## config.mk

```make
export PLATFORM = sky130hd
export DESIGN_NAME = tf_cmd_port
export DESIGN_NICKNAME = d
export VERILOG_FILES = /design/src/hdl/tf_pkg.sv /design/src/hdl/tf_sync.sv /design/src/hdl/tf_cmd_port.sv
export VERILOG_INCLUDE_DIRS = /design/src /design/src/hdl
export SDC_FILE = /design/constraint.sdc
export NUM_CORES = 1
export LEC_CHECK = 0
export BUFFER_PORTS_ARGS = -buffer_cell sky130_fd_sc_hd__buf_2
export CORE_MARGIN = 8
export CORE_UTILIZATION = 58
export DETAILED_ROUTE_END_ITERATION = 16
export GPL_ROUTABILITY_DRIVEN = 0
export PLACE_DENSITY = 0.87
export SYNTH_ARGS = -nofsm -noshare
export SYNTH_HDL_FRONTEND = slang
export SYNTH_SLANG_ARGS = --single-unit
```

## constraint.sdc

```tcl
create_clock -name core_clk -period 6.35 [get_ports core_clk]
set_input_delay 0.3175 -clock core_clk [delete_from_list [all_inputs] [get_ports core_clk]]
set_output_delay 0.3175 -clock core_clk [all_outputs]
set_load 0.1 [all_outputs]
```

## src/hdl/tf_params.svh

```systemverilog
// timing, register offset, field and reset constants of the formatter port
`ifndef TF_PARAMS_SVH
`define TF_PARAMS_SVH
// ============================================================
// clock and interface timing, times in their own unit
`define TF_CLK_MHZ      250
`define TF_CHAR_NS      8000
`define TF_STRB_NS      1000
`define TF_RAMP_US      2000
`define TF_POST_US      500
`define TF_STOP_US      2000
`define TF_FM_ERASE_US  49300
`define TF_CHAR_CYC     ((`TF_CHAR_NS * `TF_CLK_MHZ) / 1000)
`define TF_STRB_CYC     ((`TF_STRB_NS * `TF_CLK_MHZ) / 1000)
`define TF_RAMP_CYC     (`TF_RAMP_US * `TF_CLK_MHZ)
`define TF_POST_CYC     (`TF_POST_US * `TF_CLK_MHZ)
`define TF_STOP_CYC     (`TF_STOP_US * `TF_CLK_MHZ)
`define TF_FM_CYC       (`TF_FM_ERASE_US * `TF_CLK_MHZ)
// ============================================================
// register byte offsets
`define TF_OFS_CTRL     8'h00
`define TF_OFS_STAT     8'h04
`define TF_OFS_CMD      8'h08
`define TF_OFS_CHAR     8'h0C
// ============================================================
// control register fields and reset value
`define TF_CTRL_STRAP   0
`define TF_CTRL_TRK7    1
`define TF_CTRL_SSTK    2
`define TF_CTRL_EXTP    3
`define TF_CTRL_DPR     4
`define TF_CTRL_W       6
`define TF_CTRL_RST     6'h00
// ============================================================
// bus responses
`define TF_RESP_OKAY    2'h0
`define TF_RESP_SLVERR  2'h2
`endif

```

## src/hdl/tf_pkg.sv

```systemverilog
// types shared by the tape formatter command port
package tf_pkg;
  typedef logic [7:0] tf_char_t;
  typedef logic [1:0] tf_slot_t;
  // gray codes along idle, ramp, data, post, stop
  typedef enum logic [2:0] {
    ST_IDLE = 3'h0,
    ST_RAMP = 3'h1,
    ST_DATA = 3'h3,
    ST_POST = 3'h2,
    ST_STOP = 3'h6
  } tf_state_e;
endpackage

```

## src/hdl/tf_sync.sv

```systemverilog
// two flip-flop synchroniser for a bundle of pin inputs
`timescale 1ns/100ps
module tf_sync #(
  parameter int W = 8
) (
  // clock and reset
  input  wire logic         core_clk,
  input  wire logic         rst_n,
  // pins and synchronised copies
  input  wire logic [W-1:0] pins,
  output logic      [W-1:0] synced
);
  // ============================================================
  // per bit: first stage feeds only the second
  // idle lines float high, so both stages reset to one
  genvar g;
  for (g = 0; g < W; g++) begin : g_bit
    logic meta_q;
    logic sync_q;
    always_ff @(posedge core_clk or negedge rst_n) begin
      if (!rst_n) begin
        meta_q <= 1'b1;
        sync_q <= 1'b1;
      end else begin
        meta_q <= pins[g];
        sync_q <= meta_q;
      end
    end
    assign synced[g] = sync_q;
  end
endmodule

```

## src/hdl/tf_cmd_port.sv

```systemverilog
// tape formatter command port: controller lines in, transport controls out
//
// Local design decisions: the placing of the registers and the AXI4-Lite slave port.
`timescale 1ns/100ps
`include "tf_params.svh"
// ============================================================
// Function
// - select high is address zero, strap compared
// - only matching formatter drives its lines
// - transport lines decode to four slots
// - go trailing edge latches command, busy low
// - direction low means reverse motion
// - write mode low means write
// - file mark: mark, fixed erase, search
// - edit adjusts stop delay on reverse read, ramps write current
// - erase write is dummy record to last
// - erase write mark erases fixed length
// - erase on search inhibits read strobes
// - single stack threshold one low is high
// - density low selects higher density
// - density taken only at operation start
// - rewind pulse forwarded, no busy
// - offline pulse forwarded, no busy
// - enable high resets all formatters quiescent
// - formatter busy low until motion stops
// - data busy low across data transfer
// - 7-track parity select high odd, low even
module tf_cmd_port #(
  parameter logic [23:0] RAMP_CYC = 24'(`TF_RAMP_CYC),
  parameter logic [23:0] POST_CYC = 24'(`TF_POST_CYC),
  parameter logic [23:0] STOP_CYC = 24'(`TF_STOP_CYC),
  parameter logic [23:0] FM_CYC   = 24'(`TF_FM_CYC)
) (
  // clock and reset
  input  wire logic             core_clk,
  input  wire logic             rst_n,
  // controller command lines, low true unless noted
  input  wire logic             formatter_select,
  input  wire logic             transport_select_0,
  input  wire logic             transport_select_1,
  input  wire logic             initiate_pulse,
  input  wire logic             direction_sel,
  input  wire logic             write_mode_n,
  input  wire logic             file_mark_req,
  input  wire logic             edit_mode,
  input  wire logic             erase_mode,
  input  wire logic             read_threshold_hi,
  input  wire logic             read_threshold_xlow,
  input  wire logic             density_sel,
  input  wire logic             rewind_pulse,
  input  wire logic             offline_pulse,
  input  wire logic             last_char_flag,
  input  wire logic             formatter_reset_level,
  input  wire logic             parity_kind_sel,
  input  wire logic             write_parity_bit,
  input  wire tf_pkg::tf_char_t write_char_bus,
  // formatter to controller
  output logic                  formatter_busy_n,
  output logic                  data_busy_n,
  output logic                  write_demand_strobe,
  // read side, same clock
  input  wire logic             rec_done,
  // transport side
  output tf_pkg::tf_slot_t      slot_sel,
  output logic                  tp_rewind,
  output logic                  tp_offline,
  output logic                  motion_reverse,
  output logic                  op_write,
  output logic                  op_file_mark,
  output logic                  op_file_search,
  output logic                  edit_stop_adj,
  output logic                  edit_ramp_off,
  output logic                  read_strobe_inhibit,
  output logic                  thresh_high,
  output logic                  thresh_xlow,
  output logic                  dens_high,
  output logic                  pe_mode,
  output logic [1:0]            dens_pair,
  output tf_pkg::tf_char_t      rec_char,
  output logic                  rec_parity,
  output logic                  rec_valid,
  // register bus, AXI4-Lite slave
  input  wire logic [7:0]       s_axi_awaddr,
  input  wire logic             s_axi_awvalid,
  output logic                  s_axi_awready,
  input  wire logic [31:0]      s_axi_wdata,
  input  wire logic [3:0]       s_axi_wstrb,
  input  wire logic             s_axi_wvalid,
  output logic                  s_axi_wready,
  output logic [1:0]            s_axi_bresp,
  output logic                  s_axi_bvalid,
  input  wire logic             s_axi_bready,
  input  wire logic [7:0]       s_axi_araddr,
  input  wire logic             s_axi_arvalid,
  output logic                  s_axi_arready,
  output logic [31:0]           s_axi_rdata,
  output logic [1:0]            s_axi_rresp,
  output logic                  s_axi_rvalid,
  input  wire logic             s_axi_rready
);
  import tf_pkg::*;

  localparam int NS = 26;
  localparam logic [11:0] CHAR_CYC = 12'(`TF_CHAR_CYC);
  localparam logic [11:0] STRB_CYC = 12'(`TF_STRB_CYC);

  // ============================================================
  // pin synchronisers
  logic [NS-1:0] raw_w;
  logic [NS-1:0] syn_w;
  logic s_fsel, s_t0, s_t1, s_go, s_rev, s_wrt, s_fm, s_edit;
  logic s_era, s_thr1, s_thr2, s_den, s_rew, s_ofl, s_lwd, s_fen;
  logic s_par, s_wdp;
  tf_char_t s_wd;

  assign raw_w = {formatter_select, transport_select_0, transport_select_1,
                  initiate_pulse, direction_sel, write_mode_n, file_mark_req,
                  edit_mode, erase_mode, read_threshold_hi, read_threshold_xlow,
                  density_sel, rewind_pulse, offline_pulse, last_char_flag,
                  formatter_reset_level, parity_kind_sel, write_parity_bit,
                  write_char_bus};

  tf_sync #(.W(NS)) u_sync (
    .core_clk (core_clk),
    .rst_n    (rst_n),
    .pins     (raw_w),
    .synced   (syn_w)
  );

  assign {s_fsel, s_t0, s_t1, s_go, s_rev, s_wrt, s_fm, s_edit,
          s_era, s_thr1, s_thr2, s_den, s_rew, s_ofl, s_lwd, s_fen,
          s_par, s_wdp, s_wd} = syn_w;

  // ============================================================
  // selection and command capture
  logic [`TF_CTRL_W-1:0] ctrl_q;
  logic      sel_w;
  logic      go_prev_q;
  logic      go_rise;
  logic      capture_w;
  tf_state_e st_q;

  // line high means address zero, strap bit holds own address
  assign sel_w = (~s_fsel) == ctrl_q[`TF_CTRL_STRAP];
  // go is low true, so its trailing edge is the rise
  assign go_rise = s_go & ~go_prev_q;
  // captures outside the ramp and data states; on-the-fly after data
  assign capture_w = go_rise & sel_w & ~s_fen
                   & (st_q != ST_RAMP) & (st_q != ST_DATA);

  always_ff @(posedge core_clk or negedge rst_n) begin
    if (!rst_n) begin
      go_prev_q <= 1'b1;
    end else begin
      go_prev_q <= s_go;
    end
  end

  // latched command, stored as true-high
  logic rev_q, wr_q, fm_q, edit_q, era_q, thr1_q, thr2_q, den_q;

  always_ff @(posedge core_clk or negedge rst_n) begin
    if (!rst_n) begin
      {rev_q, wr_q, fm_q, edit_q, era_q, thr1_q, thr2_q, den_q} <= 8'h00;
    end else if (s_fen) begin
      {rev_q, wr_q, fm_q, edit_q, era_q, thr1_q, thr2_q, den_q} <= 8'h00;
    end else if (capture_w) begin
      rev_q  <= ~s_rev;
      wr_q   <= ~s_wrt;
      fm_q   <= ~s_fm;
      edit_q <= ~s_edit;
      era_q  <= ~s_era;
      thr1_q <= ~s_thr1;
      thr2_q <= ~s_thr2;
      den_q  <= ~s_den;
    end
  end

  // ============================================================
  // operation sequencer
  logic [23:0] tmr_q;
  logic        fbn_q;
  logic        dbn_q;
  logic        data_end_w;
  logic        samp_w;
  logic        fixed_w;

  // mark writes and fixed erase run for a timed length
  assign fixed_w = wr_q & fm_q;
  assign data_end_w = fixed_w ? (tmr_q >= FM_CYC - 24'd1)
                    : wr_q ? (samp_w & ~s_lwd)
                    : rec_done;

  always_ff @(posedge core_clk or negedge rst_n) begin
    if (!rst_n) begin
      st_q  <= ST_IDLE;
      tmr_q <= '0;
      fbn_q <= 1'b1;
      dbn_q <= 1'b1;
    end else if (s_fen) begin
      st_q  <= ST_IDLE;
      tmr_q <= '0;
      fbn_q <= 1'b1;
      dbn_q <= 1'b1;
    end else if (capture_w) begin
      st_q  <= ST_RAMP;
      tmr_q <= '0;
      fbn_q <= 1'b0;
      dbn_q <= 1'b1;
    end else begin
      tmr_q <= tmr_q + 24'd1;
      unique case (st_q)
        ST_IDLE: begin
          tmr_q <= '0;
        end
        ST_RAMP: begin
          if (tmr_q >= RAMP_CYC - 24'd1) begin
            st_q  <= ST_DATA;
            tmr_q <= '0;
            dbn_q <= 1'b0;
          end
        end
        ST_DATA: begin
          if (data_end_w) begin
            st_q  <= ST_POST;
            tmr_q <= '0;
          end
        end
        ST_POST: begin
          if (tmr_q >= POST_CYC - 24'd1) begin
            st_q  <= ST_STOP;
            tmr_q <= '0;
            dbn_q <= 1'b1;
          end
        end
        ST_STOP: begin
          if (tmr_q >= STOP_CYC - 24'd1) begin
            st_q  <= ST_IDLE;
            tmr_q <= '0;
            fbn_q <= 1'b1;
          end
        end
        default: begin
          st_q <= ST_IDLE;
        end
      endcase
    end
  end

  // ============================================================
  // write demand strobes and character sampling
  logic [11:0] ctmr_q;
  logic        strb_q;
  logic        strb_d;
  logic        wdata_w;
  tf_char_t    chr_w;
  logic        gen_par_w;
  logic        odd_w;

  assign wdata_w = (st_q == ST_DATA) & wr_q & ~fm_q;
  // first strobe ends one period after data busy falls
  assign strb_d = wdata_w & (ctmr_q >= CHAR_CYC - STRB_CYC);
  assign samp_w = wdata_w & strb_q & ~strb_d;

  always_ff @(posedge core_clk or negedge rst_n) begin
    if (!rst_n) begin
      ctmr_q <= '0;
      strb_q <= 1'b0;
    end else if (!wdata_w || s_fen) begin
      ctmr_q <= '0;
      strb_q <= 1'b0;
    end else begin
      ctmr_q <= (ctmr_q == CHAR_CYC - 12'd1) ? 12'd0 : ctmr_q + 12'd1;
      strb_q <= strb_d;
    end
  end

  // 7-track ignores the two low data lines
  assign chr_w = ctrl_q[`TF_CTRL_TRK7] ? {s_wd[7:2], 2'b00} : s_wd;
  assign odd_w = ctrl_q[`TF_CTRL_TRK7] ? s_par : 1'b1;
  assign gen_par_w = ~(^chr_w) ^ ~odd_w;

  // dummy erase records run the strobes but record nothing
  always_ff @(posedge core_clk or negedge rst_n) begin
    if (!rst_n) begin
      rec_char   <= '0;
      rec_parity <= 1'b0;
      rec_valid  <= 1'b0;
    end else begin
      rec_valid <= samp_w & ~era_q;
      if (samp_w & ~era_q) begin
        rec_char   <= chr_w;
        rec_parity <= ctrl_q[`TF_CTRL_EXTP] ? s_wdp : gen_par_w;
      end
    end
  end

  // ============================================================
  // direct pulses and slot decode; busy is never touched here
  always_ff @(posedge core_clk or negedge rst_n) begin
    if (!rst_n) begin
      slot_sel   <= 2'h0;
      tp_rewind  <= 1'b0;
      tp_offline <= 1'b0;
    end else begin
      slot_sel   <= {~s_t0, ~s_t1};
      tp_rewind  <= sel_w & ~s_rew & ~s_fen;
      tp_offline <= sel_w & ~s_ofl & ~s_fen;
    end
  end

  // command meanings toward the transport
  assign motion_reverse      = rev_q;
  assign op_write            = wr_q & ~era_q;
  assign op_file_mark        = wr_q & fm_q & ~era_q;
  assign op_file_search      = ~wr_q & fm_q;
  assign edit_stop_adj       = edit_q & rev_q & ~wr_q;
  assign edit_ramp_off       = edit_q & wr_q;
  assign read_strobe_inhibit = ~wr_q & era_q;
  assign thresh_high = ctrl_q[`TF_CTRL_SSTK] & thr1_q;
  assign thresh_xlow         = thr2_q;
  assign dens_high           = den_q;
  assign pe_mode = ~ctrl_q[`TF_CTRL_TRK7] & den_q;
  assign dens_pair           = ctrl_q[`TF_CTRL_DPR+:2];

  // an unselected formatter keeps its busy and strobe lines idle
  assign formatter_busy_n    = fbn_q | ~sel_w;
  assign data_busy_n         = dbn_q | ~sel_w;
  assign write_demand_strobe = strb_q & sel_w;

  // ============================================================
  // register slave
  logic        aw_ok_q, w_ok_q;
  logic [7:0]  awaddr_q;
  logic [31:0] wdata_q;
  logic [3:0]  wstrb_q;
  logic [31:0] rd_w;
  logic        rd_hit_w;

  // one write at a time: both halves held until the response
  assign s_axi_awready = ~aw_ok_q & ~s_axi_bvalid;
  assign s_axi_wready  = ~w_ok_q & ~s_axi_bvalid;
  assign s_axi_arready = ~s_axi_rvalid;

  always_ff @(posedge core_clk or negedge rst_n) begin
    if (!rst_n) begin
      aw_ok_q      <= 1'b0;
      w_ok_q       <= 1'b0;
      awaddr_q     <= '0;
      wdata_q      <= '0;
      wstrb_q      <= '0;
      s_axi_bvalid <= 1'b0;
      s_axi_bresp  <= `TF_RESP_OKAY;
    end else begin
      if (s_axi_awvalid & s_axi_awready) begin
        aw_ok_q  <= 1'b1;
        awaddr_q <= s_axi_awaddr;
      end
      if (s_axi_wvalid & s_axi_wready) begin
        w_ok_q  <= 1'b1;
        wdata_q <= s_axi_wdata;
        wstrb_q <= s_axi_wstrb;
      end
      if (aw_ok_q & w_ok_q) begin
        aw_ok_q      <= 1'b0;
        w_ok_q       <= 1'b0;
        s_axi_bvalid <= 1'b1;
        s_axi_bresp  <= (awaddr_q[7:2] == 6'(`TF_OFS_CTRL >> 2))
                        ? `TF_RESP_OKAY : `TF_RESP_SLVERR;
      end else if (s_axi_bvalid & s_axi_bready) begin
        s_axi_bvalid <= 1'b0;
      end
    end
  end

  // control register: strap address, track count, head, parity, densities
  always_ff @(posedge core_clk or negedge rst_n) begin
    if (!rst_n) begin
      ctrl_q <= `TF_CTRL_RST;
    end else if (aw_ok_q & w_ok_q & wstrb_q[0]
                 & (awaddr_q[7:2] == 6'(`TF_OFS_CTRL >> 2))) begin
      ctrl_q <= wdata_q[`TF_CTRL_W-1:0];
    end
  end

  // read mux; the status word shows the sequencer itself
  always_comb begin
    rd_w     = 32'h0000_0000;
    rd_hit_w = 1'b1;
    unique case (s_axi_araddr[7:2])
      6'(`TF_OFS_CTRL >> 2): rd_w = {26'h0, ctrl_q};
      6'(`TF_OFS_STAT >> 2): rd_w = {24'h0, st_q, slot_sel, sel_w, ~dbn_q, ~fbn_q};
      6'(`TF_OFS_CMD >> 2):  rd_w = {24'h0, den_q, thr2_q, thr1_q, era_q,
                                     edit_q, fm_q, wr_q, rev_q};
      6'(`TF_OFS_CHAR >> 2): rd_w = {23'h0, rec_parity, rec_char};
      default:           rd_hit_w = 1'b0;
    endcase
  end

  always_ff @(posedge core_clk or negedge rst_n) begin
    if (!rst_n) begin
      s_axi_rvalid <= 1'b0;
      s_axi_rdata  <= '0;
      s_axi_rresp  <= `TF_RESP_OKAY;
    end else if (s_axi_arvalid & s_axi_arready) begin
      s_axi_rvalid <= 1'b1;
      s_axi_rdata  <= rd_w;
      s_axi_rresp  <= rd_hit_w ? `TF_RESP_OKAY : `TF_RESP_SLVERR;
    end else if (s_axi_rvalid & s_axi_rready) begin
      s_axi_rvalid <= 1'b0;
    end
  end
endmodule

```

==> results of run 1 <==
[where the power goes]
group	leakage, nW	internal [W]	switching, W
sequential	1.87	0.00107	0.0000736
combinational	1.36	0.000132	0.000391
clock	0.283	0.000568	0.000387
[through the flow]
stage / instance area [sq um] / power [W] / hold slack [ps] / utilization / setup WS (ps)
finish: 7940 / 0.00262 / 90.1 / 0.704 / 3610
global placement: 7100 / 0.00163 / 345 / 0.630 / 3820
floorplan: 6720 / 0.00155 / 21.9 / - / 3150
detailed placement: 7100 / 0.00165 / 347 / 0.630 / 3730
global route: 7940 / 0.00271 / 100 / 0.704 / 3420
CTS: 7930 / 0.00262 / 5.98 / 0.704 / 3600
[worst max-delay path, delay by kind of cell, from the launching register on]
| family | cells | cell delay (ps) |
|---|---|---|
| AO/OA/AOI/OAI | 5 | 1900 |
| adder cells (fa/ha/maj) | 1 | 260 |
| flip-flops | 1 | 390 |
[cell families (layout without fill, tap and decap cells)]
family	after synthesis	count (layout)	share of synthesized area
AND/OR/NAND/NOR	151	151	0.131
flip-flops	151	151	0.581
other	1	25	0.000566
buffers and inverters	62	174	0.0551
adder cells (fa/ha/maj)	3	3	0.00566
AO/OA/AOI/OAI	83	83	0.100
XOR/XNOR	40	40	0.0549
multiplexers	36	36	0.0714
[worst max path at each step]
stage | cells after the start | end | slack (ps)
4_1_cts | 6 | tmr_q[14]$_DFF_PN0_ | 3600
5_1_grt | 6 | tmr_q[3]$_DFF_PN0_ | 3420
6_report | 6 | tmr_q[14]$_DFF_PN0_ | 3610
3_5_place_dp | 5 | tmr_q[2]$_DFF_PN0_ | 3730
2_1_floorplan | 4 | wdata_q[0]$_DFFE_PN0P_ | 3150
3_3_place_gp | 6 | tmr_q[0]$_DFF_PN0_ | 3820
[layer usage]
layer,vias up,part of all wire,track usage
li1,2047,-,-
met2,200,0.51,0.379
met5,-,0,0
met3,40,0.076,0.0799
met4,0,0.033,0.106
met1,2312,0.38,0.253
[cell usage in the layout, fill, tap and decap left out, types with 4 or more instances in the layout]
| master | instances |
|---|---|
| dlygate4sd3_1 | 27 |
| nand2_1 | 37 |
| nor4_1 | 4 |
| mux4_2 | 6 |
| nand3_1 | 15 |
| nor4_4 | 4 |
| nor2b_1 | 10 |
| xnor2_1 | 26 |
| clkbuf_16 | 17 |
| and2_1 | 9 |
| inv_1 | 16 |
| a21oi_1 | 8 |
| buf_2 | 97 |
| nor2_1 | 31 |
| a211oi_2 | 14 |
| mux2_2 | 30 |
| nor4_2 | 4 |
| nand4_1 | 5 |
| dfstp_2 | 55 |
| nor3_1 | 12 |
| clkinv_2 | 5 |
| o21ai_0 | 19 |
| conb_1 | 25 |
| a22o_1 | 6 |
| xor2_1 | 13 |
| dfrtp_1 | 96 |
| a211oi_1 | 12 |
[Yosys cell counts, types with 4 or more instances]
cell type,n
clkbuf_1,11
o21ai_0,19
xnor2_1,26
nand4_1,5
nor2b_1,10
a21oi_1,8
buf_4,28
nand2_1,37
a22o_1,6
nor2_1,31
mux4_2,6
mux2_2,30
nor3_1,12
a211oi_1,12
nor4_4,4
inv_1,16
nor4_1,4
dfstp_2,55
and2_1,9
nor4_2,4
a211oi_2,14
dfrtp_1,96
xor2_1,13
nand3_1,15
[layout make-up]
class	count	area [sq um]	area share
clock inverter	11	100	0.0126
timing repair buffer	127	782	0.0985
sequential	151	3850	0.485
multi-input combinational	338	2500	0.315
inverter	16	60.1	0.00756
tap	143	179	0.0225
clock buffer	20	467	0.0588
[state kept, by name, indices dropped and copies added, names as in the netlist, 2 cells and up]
name and flops:
ctmr_q 12, u_sync.g_bit.meta_q 26, tmr_q 24, wdata_q 6, awaddr_q 6, u_sync.g_bit.sync_q 26, slot_sel 2, ctrl_q 6
rec_char 8, st_q 3, s_axi_rdata 9
==> impl_results.md, run 1 <==
- Resized cells post-CTS: 0
- CP max stage delay: 980 ps
- Max cap viols: 0
- R2r setup slk: 3610 ps
- Async S/R FF share, synth: 1.00
- Die width: 123 microns
- Tmin final: 2740 ps
- Overflow after GRT: 0
- Core area: 0.0113 sq mm
- CP Cell Sequence: ha_1 > a211oi_1 > a311oi_1 > a211oi_2 > a221oi_4 > a211oi_1
- Number of global-route vias before repair: 4,968
- NumNets Final: 740
- Setup bufs post-CTS: 0
- PD cells: 330 mW/mm^2
- Syn. warnings: 0
- CTS tree: done
- LEAKAGE: 3.51 nW
- TritonCTS Sinks: 151
- Area Overhead vs Synth: 19.8%
- Unique masters post-synth: 56
- Dpl cells: 748
- Pin count of the biggest net entering global routing: 84
- # H-tree levels: 4
- TritonRoute pass-1 iters: 5
- Clock slew at the register clock pins of the worst setup and hold paths: 60 ps
- Fin. max-slew vios: 0
- Max Buffers Root-to-Sink: 2
- Antenna-violating nets left: 0
- Clock Skews: 7.61 ps
- Finished Layout Cells: 806
- Worst-Margin Slew: 1290 ps
- Mapped Cells: 527
- Clock Tree Root: clkbuf_16
- Hold Crit Class: input pin to register
- Initial core utilization: 0.588
- Post-synth top area share: 0.362
- Worst Path Max Fanout: 24
- CP Launch Point: tmr_q[0]$_DFF_PN0_
- F_max: 365 MHz
- GRT Overall Usage: 0.225
- Crit share post-route: 0.432
- Post-CTS Hold Buffers: 26
- Worst Min Path Start: s_axi_rready
- Diodes inserted: 0
- Endpoints failing setup: 0
- Final wirelength: 16,100 microns
- Number of cell rows: 39
- Netlist Area Pre-Place: 0.00663 sq mm
- Hold depth: 2
- Clock Latency Late Sink: 420 ps
- Worst Hold Path EP: s_axi_rvalid$_DFFE_PN0P_
- Die Area: 0.0151 sq mm
- Num CTS Buffers: 17
- Most used DFF post-synth: dfrtp_1
- Number of flops mapped to enable cells by yosys: 0
- Setup crit start kind: register
- Dominant cells by area after synthesis: dfrtp_1 36%, dfstp_2 22%, mux2_2 5.1%
- FF-to-FF End: tmr_q[14]$_DFF_PN0_
- Worst Reg-to-Reg Cells: 6
- CP endpoint kind: register
- Routed WL per cell: 20.0 microns
- Most Frequent Cell on Critical Path: a211oi_1
- Fill count: 709
- Origin of the critical flop-to-flop path: tmr_q[0]$_DFF_PN0_
- Initial DRC Count: 418
- Worst EP arrival: 2970 ps
- Peak supply drop: 539 uV
- Post-Syn Area per Cell: 12.6 sq um
- Unrepaired setup endpoints after global routing: false
- I/O Buffers: 98
- Post-synthesis sequential area ratio: 0.581
- Die H: 123 microns
- Status: finished, final reports clean
- DRC viols: 0
- CP Class: register to register
- Num ports: 157
- Slew headroom: 0.140
- First-pass GRT wire length: 26,000 microns
- DPL Wire Length: 10,200 microns
- Setup_tns: 0 ps
- Critical path's slowest cell: a221oi_4
- Initial antenna violation count: 0
- Share of cells above drive strength 1: 0.377
- Required time worst endpoint: 6580 ps
- Final Hold Vio Count: 0
- Via density: 5.71
- Via count: 4,599
- Most area-hungry cell type in the Yosys netlist: dfrtp_1
- Yosys reg bits: 151
No activity file was read; power rests on OpenSTA's default activity.
==> run 2, diff against run 1 <==
--- a/config.mk
+++ b/config.mk
@@ -8,10 +8,10 @@
 export LEC_CHECK = 0
 export BUFFER_PORTS_ARGS = -buffer_cell sky130_fd_sc_hd__buf_2
 export CORE_MARGIN = 8
-export CORE_UTILIZATION = 58
+export CORE_UTILIZATION = 48
 export DETAILED_ROUTE_END_ITERATION = 16
 export GPL_ROUTABILITY_DRIVEN = 0
-export PLACE_DENSITY = 0.87
+export PLACE_DENSITY = 0.77
 export SYNTH_ARGS = -nofsm -noshare
 export SYNTH_HDL_FRONTEND = slang
 export SYNTH_SLANG_ARGS = --single-unit
==> constraint.sdc (replaced) <==
create_clock -name core_clk -period 2.25 [get_ports core_clk]
set_input_delay 0.1125 -clock core_clk [delete_from_list [all_inputs] [get_ports core_clk]]
set_output_delay 0.1125 -clock core_clk [all_outputs]
set_load 0.1 [all_outputs]
==> impl_results.md, run 2 (synthesis gave the netlist of run 1 again) <==
- Status: finished, final reports clean
- I/O Buffers: 98 (unchanged)
- Die H: 134 microns (+8.6%)
- Initial antenna violation count: 0 (unchanged)
- Unrepaired setup endpoints after global routing: false
- # H-tree levels: 4 (unchanged)
- Overflow after GRT: 0 (unchanged)
- Number of global-route vias before repair: 5,118 (+3.0%)
- GRT Overall Usage: 0.188 (-0.0370)
- Num CTS Buffers: 17 (unchanged)
- Via count: 4,811 (+4.6%)
- Share of cells above drive strength 1: 0.422 (+0.0447)
- Antenna-violating nets left: 0 (unchanged)
- Clock slew at the register clock pins of the worst setup and hold paths: 70 ps (about the same)
- Core area: 0.0137 sq mm (+21%)
- Most frequent cells in the layout: 97 x buf_2, 94 x dfrtp_1, 55 x dfstp_2, 42 x dlygate4sd3_1, 37 x nand2_1
- Sw power: 0.00258 W (+200%)
- Hold Crit Class: input pin to register
- Worst Min Path Start: s_axi_araddr[5]
- Num ports: 157 (unchanged)
- Max cap viols: 0 (unchanged)
- DPL Wire Length: 10,900 microns (+6.3%)
- Setup_tns: 0 ps (unchanged)
- Initial core utilization: 0.485 (-0.103)
- TritonCTS Sinks: 151 (unchanged)
- Clock power frac: 0.378 (+0.014)
- Number of cell rows: 43 (+10%)
- PD cells: 898 mW/mm^2 (+170%)
- Initial DRC Count: 261 (-38%)
- Die Area: 0.0178 sq mm (+18%)
- Area Overhead vs Synth: 29.6%
- Final wirelength: 16,700 microns (+3.3%)
- CTS tree: done
- Crit share post-route: 0.980 (+0.548)
- CP Launch Point: tmr_q[0]$_DFF_PN0_
- Worst-Margin Slew: 669 ps (-621 ps)
- Final Hold Vio Count: 0 (unchanged)
- R2r setup slk: 50 ps (-3560 ps)
- Regs by FF count: u_sync.g_bit.meta_q x26, u_sync.g_bit.sync_q x26, tmr_q x24
- Max Buffers Root-to-Sink: 2 (unchanged)
- First-pass GRT wire length: 26,700 microns (+2.8%)
- Clock Tree Root: clkbuf_16
- Peak supply drop: 649 uV (+20%)
- Die width: 134 microns (+8.6%)
- DRC viols: 0 (unchanged)
- Hold_ws: 37.1 ps (-53.1 ps)
- Required time worst endpoint: 2570 ps (-4010 ps)
- Origin of the critical flop-to-flop path: tmr_q[0]$_DFF_PN0_
- Switching share of power: 0.334 (+0.00895)
- Pin count of the biggest net entering global routing: 63 (-25%)
- CP endpoint kind: register
- Endpoints failing setup: 0 (unchanged)
- Clock Skews: 8.77 ps (+1.16 ps)
- Comb pwr share: 0.203 (+0.003)
- Clock Latency Late Sink: 420 ps (about the same)
- Via density: 5.37 (-5.9%)
- P_int: 0.00514 W (+190%)
- Fin. max-slew vios: 0 (unchanged)
- NumNets Final: 792 (+7.0%)
- Routed WL per cell: 18.6 microns (-7.1%)
- TritonRoute pass-1 iters: 4 (-1)
- Sequential share of power: 0.419 (-0.017)
- Diodes inserted: 0 (unchanged)
- CP Class: register to register
- Leading cell type in the layout, fill and taps excluded: buf_2
- Tmin final: 2200 ps (-535 ps)
- Worst Path Max Fanout: 12 (-50%)
- Setup crit start kind: register
- Worst EP arrival: 2520 ps (-450 ps)
- Total power: 0.00771 W (+190%)
- LEAKAGE: 3.80 nW (+8.1%)
- F_max: 454 MHz (+24%)
- Slew headroom: 0.542 (+0.402)
[run 2: layer usage]
layer  vias up  global-route usage  routed length [microns]
met2       177               0.334                     8950
met1      2439               0.212                     6260
li1       2159                   -                        -
met5         -                   0                        0
met3        36              0.0497                     1040
met4         0              0.0705                      415
[run 2: path summary, 6_finish.rpt]
kind,to,cells past startpoint
setup / recovery,tmr_q[19]$_DFF_PN0_,8
hold / removal,s_axi_rdata[8]$_DFFE_PN0P_,4
setup reg to reg,tmr_q[19]$_DFF_PN0_,8
min in group asynchronous,tp_rewind$_DFF_PN0_,2
hold reg to reg,u_sync.g_bit[1].sync_q$_DFF_PN1_,0
max in group asynchronous,u_sync.g_bit[24].meta_q$_DFF_PN1_,3
[run 2: worst max-delay path, cell delays in order (launching register included)]
cell and delay [ps]:
dfrtp_1 390, ha_2 220, a211oi_2 230, a311oi_1 150, a211oi_2 430, buf_4 200, a221oi_4 40, buf_12 180
a211oi_1 250
[run 2: metrics by stage]
step	utilization	cells	cell area, sq um	worst slack [ps]
4_1_cts	0.622	892	8500	39.5
5_1_grt	0.629	896	8590	7.60
6_report	0.629	896	8590	45.3
3_3_place_gp	0.545	817	7450	-136
3_5_place_dp	0.545	817	7450	-232
2_1_floorplan	-	551	6750	111
[run 2: area by class of cell]
class	count	area [sq um]
repair buffers	178	1250
multi-input cells	339	2590
fillers	957	5070
flip-flops and latches	151	3850
clock buffers	17	425
inverters	16	63.8
clock inverters	15	179
well taps	180	225
[run 2: power groups by stage]
stage | registers (W) | clock network [W] | logic, W
2_1_floorplan | 0.00343 | 0 | 0.000988
3_3_place_gp | 0.00324 | 0 | 0.00143
3_5_place_dp | 0.00326 | 0 | 0.00147
4_1_cts | 0.00322 | 0.00294 | 0.00155
5_1_grt | 0.00326 | 0.00307 | 0.00164
6_report | 0.00323 | 0.00291 | 0.00157
[run 2: repair_timing]
item                                   CTS  global route
hold buffers                            42             0
endpoints found under the hold margin   88             0
gates cloned                             1             0
pin swaps                                2             4
setup endpoints to repair               24            45
gates resized for setup                  2             8
setup buffers                            0             4
==> run 3, diff against run 2 <==
--- a/config.mk
+++ b/config.mk
@@ -14,4 +14,5 @@
 export PLACE_DENSITY = 0.77
 export SYNTH_ARGS = -nofsm -noshare
 export SYNTH_HDL_FRONTEND = slang
+export SYNTH_HIERARCHICAL = 1
 export SYNTH_SLANG_ARGS = --single-unit
==> impl_results.md, run 3 <==
- Mapped Cells: 555 (+5.3%)
- GRT Overall Usage: 0.191 (+0.00266)
- # H-tree levels: 4 (unchanged)
- Share of cells above drive strength 1: 0.440 (+0.0184)
- Required time worst endpoint: 2600 ps (+30 ps)
- Antenna-violating nets left: 0 (unchanged)
- Status: complete, but fails checks
- CP endpoint kind: register
- Worst Path Max Fanout: 7 (-5)
- Core area: 0.0137 sq mm (unchanged)
- Adder-cell share of the synthesized area: 0.00568 (+0.0000118)
- Via count: 4,923 (+2.3%)
- Die H: 133 microns (about the same)
- Compound-Gate Fraction of Synth Area: 0.0679 (-0.0325)
- Fin. max-slew vios: 0 (unchanged)
- Num CTS Buffers: 17 (unchanged)
- TritonCTS Sinks: 151 (unchanged)
- Top cells by count, synth: 96 x dfrtp_1, 55 x dfstp_2, 53 x buf_4
- Most area-hungry cell type in the Yosys netlist: dfrtp_1
- Initial DRC Count: 285 (+9.2%)
- Post-synthesis xor/xnor area fraction: 0.0503 (-0.00462)
- Number of cell rows: 43 (unchanged)
- Max Buffers Root-to-Sink: 2 (unchanged)
- Diodes inserted: 0 (unchanged)
- Endpoints failing setup: 25 (+25)
- Final wirelength: 16,800 microns (+1.0%)
- Syn. warnings: 6 (+6)
- Yosys reg bits: 151 (unchanged)
- Largest family of logic cells by synthesized area: simple AND/OR/NAND/NOR gates
- CTS tree: done
- Overflow after GRT: 0 (unchanged)
- Async S/R FF share, synth: 1.00 (unchanged)
- Clock Latency Late Sink: 430 ps (about the same)
- DPL Wire Length: 11,300 microns (+3.6%)
- Dominant cells by area after synthesis: dfrtp_1 36%, dfstp_2 22%, buf_4 6.0%
- Initial antenna violation count: 1 (+1)
- Initial core utilization: 0.484 (-0.00101)
- Routed WL per cell: 17.9 microns (-3.8%)
- Tmin final: 2450 ps (+243 ps)
- Die Area: 0.0178 sq mm (-0.18%)
- Clock slew at the register clock pins of the worst setup and hold paths: 60 ps (about the same)
- NumNets Final: 837 (+5.7%)
- Unique masters post-synth: 54 (-3.6%)
- F_max: 409 MHz (-9.9%)
- Pin count of the biggest net entering global routing: 75 (+19%)
- LEAKAGE: 3.99 nW (+5.2%)
- Peak supply drop: 891 uV (+37%)
- Via density: 5.23 (-2.6%)
- Netlist Area Pre-Place: 0.00661 sq mm (-0.21%)
- Num ports: 157 (unchanged)
- Dpl cells: 859 (+5.1%)
- Worst EP arrival: 2790 ps (+270 ps)
- Worst-Margin Slew: 538 ps (-131 ps)
- Total power: 0.00767 W (-0.64%)
- Finished Layout Cells: 941 (+5.0%)
- Max cap viols: 0 (unchanged)
- First-pass GRT wire length: 26,800 microns (+0.23%)
- CP Class: register to register
- Setup crit start kind: register
- Count leader, synth: dfrtp_1
- Most frequent cells in the layout: 97 x buf_2, 94 x dfrtp_1, 73 x buf_4, 55 x dfstp_2, 42 x dlygate4sd3_1
- Crit share post-route: 1.09 (+0.108)
- Post-synth top area share: 0.363 (+0.000754)
- Slew headroom: 0.640 (+0.0981)
- Hold Crit Class: input pin to register
- Unrepaired setup endpoints after global routing: true
- Simple-gate share of the synthesized area: 0.148 (+0.0164)
- Number of flops mapped to enable cells by yosys: 0 (unchanged)
- Clock Skews: 10.8 ps (+2.03 ps)
- Hold_ws: 33.1 ps (-3.98 ps)
- Final WS setup: -198 ps (-243 ps)
- Multiplexer share of the synthesized area: 0.0662 (-0.00515)
- Clock Tree Root: clkbuf_16
- Post-Syn Area per Cell: 11.9 sq um (-5.2%)
- Post-Layout Inst Area: 0.00873 sq mm (+1.6%)
- Die width: 133 microns (about the same)
- I/O Buffers: 98 (unchanged)
- TritonRoute pass-1 iters: 5 (+1)
- Area Overhead vs Synth: 32.0%
- Leading cell type in the layout, fill and taps excluded: buf_2
- Regs by FF count: u_sync/g_bit.meta_q x26, u_sync/g_bit.sync_q x26, tmr_q x24
- Final Hold Vio Count: 0 (unchanged)
- Number of global-route vias before repair: 5,301 (+3.6%)
- Area after DPL: 0.00753 sq mm (+1.1%)
- PD cells: 878 mW/mm^2 (-2.2%)
- Post-synthesis sequential area ratio: 0.582 (+0.00121)
- Violations in the final reports: negative setup slack
- Most used DFF post-synth: dfrtp_1
- DRC viols: 0 (unchanged)
run 3: stage by stage:
step           TNS [ps]   util  setup WS (ps)
2_1_floorplan         0      -           13.6
3_5_place_dp      -7600  0.551           -381
4_1_cts           -2070  0.635           -142
5_1_grt           -4720  0.639           -256
3_3_place_gp      -5610  0.551           -294
6_report          -3480  0.639           -198
run 3: cells by family (layout without fill, tap and decap cells):
kind of cell             count (synthesis)  in the layout
AO/OA/AOI/OAI                           62             62
XOR/XNOR                                38             38
adder cells (fa/ha/maj)                  3              3
buffers and inverters                   83            265
flip-flops                             151            151
multiplexers                            33             33
other                                    1             25
AND/OR/NAND/NOR                        184            184
run 3: final cells by class:
type,count,area [sq um]
Fill cell,986,4940
Sequential cell,151,3850
Timing Repair Buffer,220,1550
Clock buffer,25,549
Inverter,13,52.6
Multi-Input combinational cell,345,2430
Tap cell,180,225
Clock inverter,7,73.8
run 3: where the power goes:
part | internal, W | switching (W)
Combinational | 0.000428 | 0.00109
Clock | 0.00182 | 0.00110
Sequential | 0.00302 | 0.000210
Total | 0.00527 | 0.00240
run 3: worst max-delay path: stages, from the launching register on:
cell and delay (ps):
dfrtp_1 380, or4_4 550, or4_4 540, a221oi_4 240
a41o_4 160, o31ai_4 90, buf_6 180, buf_6 120
nor3_2 130
run 3: metal layers:
metal / global-route usage / vias to the layer above / part of all wire
met4: 0.104 / 2 / 0.037
met2: 0.326 / 204 / 0.51
met5: 0 / - / 0.00071
met1: 0.213 / 2446 / 0.39
met3: 0.0516 / 50 / 0.062
li1: - / 2221 / -
run 3: timing repair:
item	CTS	global route
gates resized for setup	8	16
buffers inserted	5	5
hold buffers	42	0
pin swaps	6	12
gates cloned	1	0
setup endpoints to repair	24	24
hold endpoints to repair	86	0
run 3: path summary, 6_finish.rpt:
| path | start | cells after the start | slack [ps] | endpoint |
|---|---|---|---|---|
| worst min-delay path | s_axi_araddr[6] | 4 | 30 | s_axi_rdata[8]$_DFFE_PN0P_ |
| max in group asynchronous | rst_n | 3 | 1260 | s_axi_rvalid$_DFFE_PN0P_ |
| worst max register to register | tmr_q[19]$_DFF_PN0_ | 8 | -200 | tmr_q[6]$_DFF_PN0_ |
| min in group asynchronous | rst_n | 2 | 180 | rec_valid$_DFF_PN0_ |
| worst max-delay path | tmr_q[19]$_DFF_PN0_ | 8 | -200 | tmr_q[6]$_DFF_PN0_ |
| worst min register to register | u_sync/g_bit[21].meta_q$_DFF_PN1_ | 0 | 350 | u_sync/g_bit[21].sync_q$_DFF_PN1_ |
